==> src/pkg/rff_consts.svh <==
`ifndef RFF_CONSTS_SVH
`define RFF_CONSTS_SVH
// ****************************************************************
// register byte offsets
// ****************************************************************
`define RFF_OFS_CTRL      8'h00
`define RFF_OFS_STATUS    8'h04
`define RFF_OFS_MASK      8'h08
`define RFF_OFS_MAC_LO    8'h0c
`define RFF_OFS_MAC_HI    8'h10
`define RFF_OFS_TMO       8'h14
`define RFF_OFS_BC_LIM    8'h18
`define RFF_OFS_MC_LIM    8'h1c
`define RFF_OFS_BC_CNT    8'h20
`define RFF_OFS_MC_CNT    8'h24
`define RFF_OFS_INFO      8'h28
// ****************************************************************
// control bits
// ****************************************************************
`define RFF_CTRL_RING_EN  0
`define RFF_CTRL_TMO_GO   1
`define RFF_CTRL_TMO_IRQ  2
`define RFF_CTRL_STORM_EN 3
`define RFF_CTRL_CNT_CLR  4
// ****************************************************************
// status and mask bits
// ****************************************************************
`define RFF_EV_W          7
`define RFF_EV_QREADY     0
`define RFF_EV_TMO0       1
`define RFF_EV_TMO1       2
`define RFF_EV_LOOP0      3
`define RFF_EV_LOOP1      4
`define RFF_EV_LINK0      5
`define RFF_EV_LINK1      6
`define RFF_EV_LOW_SET    7'h01
`define RFF_EV_TMO_SET    7'h06
// ****************************************************************
// addresses and reset values
// ****************************************************************
`define RFF_MAC_BEACON    48'h01216c000001
`define RFF_MAC_NEIGH     48'h01216c000002
`define RFF_MAC_RING3     48'h01216c000003
`define RFF_MAC_RING4     48'h01216c000004
`define RFF_MAC_RING5     48'h01216c000005
`define RFF_MAC_BCAST     48'hffffffffffff
`define RFF_MAC_GROUP_BIT 40
`define RFF_RST_LIMIT     32'h0000ffff
`define RFF_RST_TMO       32'h0004c4b4
`endif

==> src/pkg/rff_pkg.sv <==
package rff_pkg;
   // frame header handed over by the port parser, one cycle per frame
   typedef struct packed {
      logic        valid;
      logic        port;
      logic        is_ring;
      logic [47:0] dst;
      logic [47:0] src;
      logic [7:0]  ring_state;
      logic [47:0] sup_mac;
   } rff_frame_type;

   // forwarding decision for that frame
   typedef struct packed {
      logic valid;
      logic port;
      logic fwd_other;
      logic to_ring_q;
      logic drop;
   } rff_dec_type;

   typedef enum logic [3:0] {
      RFF_CLS_NONE   = 4'h1,
      RFF_CLS_BEACON = 4'h2,
      RFF_CLS_HOST   = 4'h4,
      RFF_CLS_BOTH   = 4'h8
   } rff_cls_type;
endpackage

==> src/verilog/rff_ring_frame_filter.sv <==
// The Avalon-MM register port and the placing of the registers were chosen for this implementation.
`timescale 1ns/1ps
`include "rff_consts.svh"
module rff_ring_frame_filter
   import rff_pkg::*;
#(
   parameter int CNT_W = 16,
   parameter int TMO_W = 32
) (
   input  wire logic          i_mclk,
   input  wire logic          i_rst,
   input  wire logic [7:0]    i_address,
   input  wire logic          i_read,
   input  wire logic          i_write,
   input  wire logic [31:0]   i_writedata,
   input  wire logic [3:0]    i_byteenable,
   output logic      [31:0]   o_readdata,
   output logic               o_waitrequest,
   input  wire rff_frame_type i_frame,
   input  wire logic [1:0]    i_link_up,
   output rff_dec_type        o_dec,
   output logic               o_irq_low,
   output logic               o_irq_med
);
   if (CNT_W < 1 || CNT_W > 32 || TMO_W < 2 || TMO_W > 32) begin : g_bad_w
      $error("rff: CNT_W must be 1..32 and TMO_W 2..32");
   end

   typedef struct packed {
      logic                       wreq;
      logic [31:0]                rdata;
      logic                       ring_en;
      logic                       tmo_go;
      logic                       tmo_irq_en;
      logic                       storm_en;
      logic [47:0]                sysmac;
      logic [TMO_W-1:0]           tmo_lim;
      logic [CNT_W-1:0]           bc_lim;
      logic [CNT_W-1:0]           mc_lim;
      logic [CNT_W-1:0]           bc_cnt;
      logic [CNT_W-1:0]           mc_cnt;
      logic [`RFF_EV_W-1:0]       status;
      logic [`RFF_EV_W-1:0]       mask;
      logic                       seen;
      logic [7:0]                 last_state;
      logic [47:0]                last_sup;
      logic [1:0]                 pend;
      logic [1:0][TMO_W-1:0]      tmo_cnt;
      logic [1:0]                 tmo_hit;
      logic [1:0]                 link_s1;
      logic [1:0]                 link_s2;
      logic [1:0]                 link_q;
      rff_dec_type                dec;
      logic                       irq_low;
      logic                       irq_med;
   } rff_state_type;

   rff_state_type s_reg;
   rff_state_type s_next;

   function automatic logic [31:0] merge(input logic [31:0] old,
                                         input logic [31:0] wd,
                                         input logic [3:0]  be);
      logic [31:0] r;
      r = old;
      for (int b = 0; b < 4; b++) begin
         if (be[b]) begin
            r[b*8 +: 8] = wd[b*8 +: 8];
         end
      end
      return r;
   endfunction

   logic              req;
   logic              wr_now;
   logic [31:0]       wval;
   logic [31:0]       ctrl_w;
   logic [`RFF_EV_W-1:0] ev;
   logic [`RFF_EV_W-1:0] w1c;
   logic              cnt_clr;
   logic              ring;
   logic              bcast;
   logic              mcast;
   logic              loop_hit;
   logic              changed;
   logic [CNT_W-1:0]  bc_c;
   logic [CNT_W-1:0]  mc_c;
   rff_cls_type       cls;

   // ****************************************************************
   // next state
   // ****************************************************************
   always_comb begin
      s_next  = s_reg;
      req     = i_read | i_write;
      wr_now  = i_write & ~s_reg.wreq;
      ev      = '0;
      w1c     = '0;
      cnt_clr = 1'b0;
      ctrl_w  = '0;
      wval    = '0;
      changed = 1'b0;
      cls     = RFF_CLS_NONE;

      // ---- bus slave: one wait cycle, then accept
      s_next.wreq = ~(req & s_reg.wreq);
      if (req & s_reg.wreq) begin
         case (i_address)
            `RFF_OFS_CTRL: begin
               s_next.rdata = {28'h0000000, s_reg.storm_en,
                               s_reg.tmo_irq_en, s_reg.tmo_go,
                               s_reg.ring_en};
            end
            `RFF_OFS_STATUS: s_next.rdata = 32'(s_reg.status);
            `RFF_OFS_MASK:   s_next.rdata = 32'(s_reg.mask);
            `RFF_OFS_MAC_LO: s_next.rdata = s_reg.sysmac[31:0];
            `RFF_OFS_MAC_HI: s_next.rdata = {16'h0000, s_reg.sysmac[47:32]};
            `RFF_OFS_TMO:    s_next.rdata = 32'(s_reg.tmo_lim);
            `RFF_OFS_BC_LIM: s_next.rdata = 32'(s_reg.bc_lim);
            `RFF_OFS_MC_LIM: s_next.rdata = 32'(s_reg.mc_lim);
            `RFF_OFS_BC_CNT: s_next.rdata = 32'(s_reg.bc_cnt);
            `RFF_OFS_MC_CNT: s_next.rdata = 32'(s_reg.mc_cnt);
            `RFF_OFS_INFO: begin
               s_next.rdata = {16'h0000, 2'b00, s_reg.pend,
                               2'b00, s_reg.link_q, s_reg.last_state};
            end
            default:         s_next.rdata = '0;
         endcase
      end
      if (wr_now) begin
         case (i_address)
            `RFF_OFS_CTRL: begin
               ctrl_w = merge(32'h0, i_writedata, i_byteenable);
               s_next.ring_en    = ctrl_w[`RFF_CTRL_RING_EN];
               s_next.tmo_irq_en = ctrl_w[`RFF_CTRL_TMO_IRQ];
               s_next.storm_en   = ctrl_w[`RFF_CTRL_STORM_EN];
               // start is sticky: a second start does not restart
               s_next.tmo_go = s_reg.tmo_go | ctrl_w[`RFF_CTRL_TMO_GO];
               cnt_clr = ctrl_w[`RFF_CTRL_CNT_CLR];
            end
            `RFF_OFS_STATUS: begin
               wval = merge(32'h0, i_writedata, i_byteenable);
               w1c  = wval[`RFF_EV_W-1:0];
            end
            `RFF_OFS_MASK: begin
               wval = merge(32'(s_reg.mask), i_writedata, i_byteenable);
               s_next.mask = wval[`RFF_EV_W-1:0];
            end
            `RFF_OFS_MAC_LO: begin
               s_next.sysmac[31:0] =
                  merge(s_reg.sysmac[31:0], i_writedata, i_byteenable);
            end
            `RFF_OFS_MAC_HI: begin
               wval = merge({16'h0000, s_reg.sysmac[47:32]},
                            i_writedata, i_byteenable);
               s_next.sysmac[47:32] = wval[15:0];
            end
            `RFF_OFS_TMO: begin
               wval = merge(32'(s_reg.tmo_lim), i_writedata, i_byteenable);
               s_next.tmo_lim = wval[TMO_W-1:0];
            end
            `RFF_OFS_BC_LIM: begin
               wval = merge(32'(s_reg.bc_lim), i_writedata, i_byteenable);
               s_next.bc_lim = wval[CNT_W-1:0];
            end
            `RFF_OFS_MC_LIM: begin
               wval = merge(32'(s_reg.mc_lim), i_writedata, i_byteenable);
               s_next.mc_lim = wval[CNT_W-1:0];
            end
            default: begin
            end
         endcase
      end
      if (!s_next.ring_en) begin
         s_next.tmo_go = 1'b0;
      end

      // ---- link pins: two-stage sync, then edge compare
      s_next.link_s1 = i_link_up;
      s_next.link_s2 = s_reg.link_s1;
      s_next.link_q  = s_reg.link_s2;
      ev[`RFF_EV_LINK0] = s_reg.link_s2[0] ^ s_reg.link_q[0];
      ev[`RFF_EV_LINK1] = s_reg.link_s2[1] ^ s_reg.link_q[1];

      // ---- frame classification
      ring  = i_frame.valid & i_frame.is_ring & s_reg.ring_en;
      bcast = i_frame.dst == `RFF_MAC_BCAST;
      mcast = i_frame.dst[`RFF_MAC_GROUP_BIT] & ~bcast;
      loop_hit = i_frame.valid & s_reg.ring_en
               & (i_frame.src == s_reg.sysmac);
      if (ring) begin
         if (i_frame.dst == `RFF_MAC_BEACON) begin
            cls = RFF_CLS_BEACON;
         end else if (i_frame.dst == `RFF_MAC_NEIGH) begin
            cls = RFF_CLS_HOST;
         end else if (i_frame.dst == `RFF_MAC_RING3
                   || i_frame.dst == `RFF_MAC_RING4
                   || i_frame.dst == `RFF_MAC_RING5
                   || (s_reg.seen && i_frame.dst == s_reg.last_sup)) begin
            cls = RFF_CLS_BOTH;
         end
      end

      bc_c = cnt_clr ? '0 : s_reg.bc_cnt;
      mc_c = cnt_clr ? '0 : s_reg.mc_cnt;
      s_next.bc_cnt = bc_c;
      s_next.mc_cnt = mc_c;

      s_next.dec       = '0;
      s_next.dec.valid = i_frame.valid;
      s_next.dec.port  = i_frame.port;
      case (cls)
         RFF_CLS_BEACON: begin
            s_next.dec.fwd_other = 1'b1;
            changed = ~s_reg.seen
                    | (i_frame.ring_state != s_reg.last_state)
                    | (i_frame.sup_mac != s_reg.last_sup);
            if (changed) begin
               s_next.pend = 2'b11;
            end
            s_next.seen       = 1'b1;
            s_next.last_state = i_frame.ring_state;
            s_next.last_sup   = i_frame.sup_mac;
            if (changed | s_reg.pend[i_frame.port]) begin
               s_next.dec.to_ring_q = 1'b1;
               s_next.pend[i_frame.port] = 1'b0;
            end
         end
         RFF_CLS_HOST: begin
            s_next.dec.to_ring_q = 1'b1;
         end
         RFF_CLS_BOTH: begin
            s_next.dec.fwd_other = 1'b1;
            s_next.dec.to_ring_q = 1'b1;
         end
         RFF_CLS_NONE: begin
            s_next.dec.fwd_other = i_frame.valid & ~ring;
            if (i_frame.valid && s_reg.storm_en && bcast) begin
               if (bc_c >= s_reg.bc_lim) begin
                  s_next.dec.drop      = 1'b1;
                  s_next.dec.fwd_other = 1'b0;
               end else begin
                  s_next.bc_cnt = bc_c + 1'b1;
               end
            end
            if (i_frame.valid && s_reg.storm_en && mcast) begin
               if (mc_c >= s_reg.mc_lim) begin
                  s_next.dec.drop      = 1'b1;
                  s_next.dec.fwd_other = 1'b0;
               end else begin
                  s_next.mc_cnt = mc_c + 1'b1;
               end
            end
         end
         default: begin
         end
      endcase
      if (loop_hit) begin
         s_next.dec.fwd_other = 1'b0;
         ev[`RFF_EV_LOOP0 + 32'(i_frame.port)] = 1'b1;
      end
      ev[`RFF_EV_QREADY] = s_next.dec.to_ring_q;
      if (!s_reg.ring_en) begin
         s_next.seen = 1'b0;
         s_next.pend = 2'b00;
      end

      // ---- per-port beacon timeout
      for (int p = 0; p < 2; p++) begin
         if (!s_reg.tmo_go) begin
            s_next.tmo_cnt[p] = '0;
            s_next.tmo_hit[p] = 1'b0;
         end else if (cls == RFF_CLS_BEACON && i_frame.port == 1'(p)) begin
            s_next.tmo_cnt[p] = '0;
            s_next.tmo_hit[p] = 1'b0;
         end else if (!s_reg.tmo_hit[p]) begin
            if (s_reg.tmo_cnt[p] >= s_reg.tmo_lim) begin
               s_next.tmo_hit[p] = 1'b1;
               ev[`RFF_EV_TMO0 + p] = 1'b1;
            end else begin
               s_next.tmo_cnt[p] = s_reg.tmo_cnt[p] + 1'b1;
            end
         end
      end

      // ---- events: set wins over write-one-to-clear
      s_next.status  = (s_reg.status & ~w1c) | ev;
      s_next.irq_low = |(s_next.status & s_next.mask
                       & `RFF_EV_LOW_SET);
      s_next.irq_med = |(s_next.status & s_next.mask
                       & ~`RFF_EV_LOW_SET
                       & ~(s_next.tmo_irq_en ? 7'h00
                                             : `RFF_EV_TMO_SET));
   end

   // ****************************************************************
   // state register
   // ****************************************************************
   always_ff @(posedge i_mclk) begin
      if (i_rst) begin
         s_reg         <= '0;
         s_reg.wreq    <= 1'b1;
         s_reg.tmo_lim <= TMO_W'(`RFF_RST_TMO);
         s_reg.bc_lim  <= CNT_W'(`RFF_RST_LIMIT);
         s_reg.mc_lim  <= CNT_W'(`RFF_RST_LIMIT);
      end else begin
         s_reg <= s_next;
      end
   end

   assign o_readdata    = s_reg.rdata;
   assign o_waitrequest = s_reg.wreq;
   assign o_dec         = s_reg.dec;
   assign o_irq_low     = s_reg.irq_low;
   assign o_irq_med     = s_reg.irq_med;
endmodule

==> config.mk <==
export PLATFORM = sky130hd
export DESIGN_NAME = rff_ring_frame_filter
export DESIGN_NICKNAME = d
export VERILOG_FILES = /design/src/pkg/rff_pkg.sv /design/src/verilog/rff_ring_frame_filter.sv
export VERILOG_INCLUDE_DIRS = /design/src /design/src/pkg
export SDC_FILE = /design/constraint.sdc
export NUM_CORES = 1
export LEC_CHECK = 0
export BUFFER_PORTS_ARGS = -buffer_cell sky130_fd_sc_hd__buf_4
export CAP_MARGIN = 25
export CELL_PAD_IN_SITES_DETAIL_PLACEMENT = 0
export CELL_PAD_IN_SITES_GLOBAL_PLACEMENT = 2
export CORE_ASPECT_RATIO = 0.6
export CORE_UTILIZATION = 35
export DETAILED_ROUTE_END_ITERATION = 7
export GPL_ROUTABILITY_DRIVEN = 0
export GPL_TIMING_DRIVEN = 0
export PLACE_DENSITY = 0.9
export SYNTH_ARGS = -nofsm -noshare
export SYNTH_HDL_FRONTEND = slang
export SYNTH_SLANG_ARGS = --single-unit
==> constraint.sdc <==
create_clock -name i_mclk -period 6.1 [get_ports i_mclk]
set_input_delay 0.61 -clock i_mclk [delete_from_list [all_inputs] [get_ports i_mclk]]
set_output_delay 0.61 -clock i_mclk [all_outputs]
set_load 0.1 [all_outputs]
==> metrics.md <==
| Metric | Value |
|---|---|
| Clk network pwr share | 0.493 |
| Core Area | 0.0530 sq mm |
| RR Endpoint | s_reg[166] |
| Clock Path Buffers | 3 |
| Seq/Total Area, Yosys | 0.351 |
| DRC violations left | 6 |
| Simple-gate share of the synthesized area | 0.254 |
| Max FFs per register | 289 |
| Die X | 303 um |
| Maximum vdd drop | 0.000177 V |
| Row count | 65 |
| Setup ws final | 0.673 ns |
| Post-layout utilization of the core | 0.433 |
| Switching share of power | 0.248 |
| Clock slew seen by the registers of the worst setup and hold paths | 0.06 ns |
| Comb pwr share | 0.072 |
| Clk_lat worst skew | 0.57 ns |
| Avg WL per Cell | 24.2 um |
| Drt pass-1 iters | 8 |
| Synth warnings | 0 |
| Post-synth cell types | 79 |
| Routed WL | 81.7 mm |
| Crit path kind | reg2reg |
| R2r startpoint | o_waitrequest |
| Worst hold start | i_link_up[0] |
| Routed Antenna Nets | 0 |
| Clock period minus worst slack | 5.43 ns |
| Root Driver | clkbuf_16 |
| Worst hold slack | 0.277 ns |
| Via count | 19.6k |
| Die area | 0.0552 sq mm |
| Chip Height | 182 um |
| Post_cts resized | 0 |
| Pwr dens | 219 mW/mm^2 |
| Vias in the first global route | 17.9k |
| Hold/Removal Path Class | in2reg |
| Hold Buf Count CTS | 0 |
| DP Worst Slack | 0.515 ns |
| Post-CTS setup buffer count | 0 |
| Pwr Total | 5020 uW |
| Largest net degree at the start of global routing | 16 |
| Post-synth EDFFs | 0 |
| Port-buffer cells | 237 |
| Worst r2r path cells | 18 |
| Syn Std Cell Area | 0.0190 sq mm |
| CTS tree | yes |
| Most common cell after layout, fill and taps aside | dfxtp_1 |
| Layout fillers | 5307 |
| Switching pwr | 1250 uW |
| I/O pin total | 245 |
| #FFs+latches synth | 333 |
| CP Capture Type | flip-flop |
| WP data required | 6.52 ns |
| Final Cycle Share | 0.890 |
| Post-synthesis xor/xnor area fraction | 0.0798 |
| Failing checks | design-rule violations |
| MaxCap Viol Count | 0 |
| Main combinational cell family by area after synthesis | simple AND/OR/NAND/NOR gates |
| First-pass GRT wire length | 117 mm |
| Global Route Usage Sum | 0.286 |
| Status | complete, but fails checks |
| Final hold violation count | 0 |
| Layout area overhead | 20.9% |
| Final HPWL DP | 65.2 mm |
| CTS Sinks | 333 |
| Initial antenna violation count | 0 |
| Slew Viols, Final | 0 |
| Crit path DAT | 5.84 ns |
| Post-synthesis async set-or-reset flop share | 0 |
| RSZ-0062 raised after global routing | no |
| Post-synth top flop | dfxtp_1 |
| Compound-cell area share of the yosys netlist | 0.168 |
| Post-synthesis mux area share | 0.0238 |
| Least-Margin Pin Slew | 1.02 ns |
| Total Nets Final | 2947 |
| WHS Path Cells | 2 |
| Seq pwr share | 0.435 |
| Gate Count Post-Synth | 2367 |
| Vias/cell | 5.81 |
| Maximum fanout along the worst path | 10 |
| Share of cells above drive strength 1 | 0.143 |
| Worst clock skew | 0.0336 ns |
| Adder-cell share of the synthesized area | 0.0652 |
| Commonest non-fill, non-tap cells in the layout | dfxtp_1 (333), nand2_1 (316), buf_4 (274) |
| Flop-to-flop setup slack | 0.67 ns |
| P_int | 3770 uW |
| Syn nets | 2671 |
| Starting DRT DRC Count | 2354 |
| H-tree Lvls | 2 |
| Setup violations, final | 0 |
| Total CTS buffers | 37 |
| Mapped Avg Cell Area | 8.02 sq um |
| Setup total negative slack | 0 ns |
| Worst setup SP type | flip-flop |
| Starting Density | 0.358 |
| Max Freq | 184 MHz |
| Leakage | 0.00895 uW |
| Max_slew headroom | 0.303 |
| Hold path endpoint | s_next[9] |
| Grt total ovfl | 0 |
-- final cells by class --
class                   count  area [sq um]  share of cell area
diodes                      1          2.50            0.000109
plain buffers             154           737              0.0321
clock buffers              49          1030              0.0449
clock inverters            17           270              0.0118
inverters                 101           379              0.0165
multi-input cells        1779         11200               0.488
flip-flops and latches    333          6670               0.290
well taps                 703           880              0.0383
repair buffers            237          1780              0.0775
-- power groups by stage --
stage / sequential [uW] / combinational (uW) / clock, uW
after floorplan: 2230 / 119 / 0
after global placement: 2230 / 348 / 0
after detailed placement: 2230 / 348 / 0
after CTS: 2180 / 350 / 2510
after global routing: 2180 / 372 / 2610
final: 2180 / 359 / 2480
-- cells in the mapped netlist (7+ instances only) --
library cell,n,share of area
xnor2_1,95,0.044
a31o_2,8,0.0037
a211oi_1,7,0.0028
or4_1,18,0.0071
a21oi_1,211,0.056
o21ai_0,44,0.012
nor3_1,21,0.0055
o211ai_1,50,0.020
dfxtp_1,333,0.35
ha_1,99,0.065
and4_1,14,0.0065
clkbuf_1,98,0.019
nand2_1,316,0.062
o31ai_1,14,0.0055
nor2_1,210,0.042
inv_1,101,0.020
a22o_1,11,0.0051
a31oi_1,13,0.0043
and3_1,33,0.011
xor2_1,78,0.036
and2_1,30,0.0099
a21o_1,17,0.0067
buf_4,37,0.015
a222oi_1,13,0.0069
nor2b_1,21,0.0069
nand2b_1,36,0.012
or3_1,23,0.0076
buf_2,15,0.0040
a22oi_1,44,0.017
a221oi_1,12,0.0055
nand4_1,100,0.033
mux2i_1,44,0.023
nor4_1,32,0.011
nand3_1,80,0.021
-- worst max path at each step --
stage	startpoint	end	slack, ns	cells past startpoint
6_report	o_waitrequest	s_reg[166]	0.67	18
5_1_grt	o_waitrequest	s_reg[166]	0.55	15
4_1_cts	o_waitrequest	s_reg[166]	0.91	15
3_5_place_dp	i_writedata[4]	s_reg[166]	0.51	14
3_3_place_gp	i_writedata[4]	s_reg[166]	0.58	14
2_1_floorplan	o_waitrequest	s_reg[164]	1.87	16
-- cell families after synthesis --
logic type | Yosys count
AND/OR/NAND/NOR | 969
multiplexers | 45
XOR/XNOR | 173
AO/OA/AOI/OAI | 493
adder cells (fa/ha/maj) | 99
flip-flops | 333
buffers and inverters | 255
-- critical path, stage by stage, from the launching register on --
cell and delay [ns]:
dfxtp_1 0.41, and3b_1 0.20, clkbuf_1 0.15, nand4_2 0.22
buf_2 0.29, clkbuf_1 0.53, clkbuf_1 0.56, nand2_1 0.20
inv_1 0.10, ha_1 0.24, nand2_1 0.07, nor2_1 0.04
a211oi_1 0.22, o21ai_0 0.37, a211oi_1 0.43, and4_1 0.42
clkbuf_1 0.54, a31o_2 0.26, a21oi_1 0.05
-- metrics by stage --
stage                     instances  cell area, sq um
final                          3374             23000
after global routing           3373             23000
after CTS                      3373             23000
after detailed placement       3307             21700
after global placement         3307             21700
after floorplan                2367             19000
-- metal layers --
| metal | global-route usage | wire, um | part of all wire |
|---|---|---|---|
| met4 | 0.0611 | 1690 | 0.021 |
| met1 | 0.445 | 38900 | 0.48 |
| met3 | 0.0717 | 9490 | 0.12 |
| met5 | 0 | 0 | 0 |
| met2 | 0.383 | 31600 | 0.39 |
(Power assumes the default switching activity.)
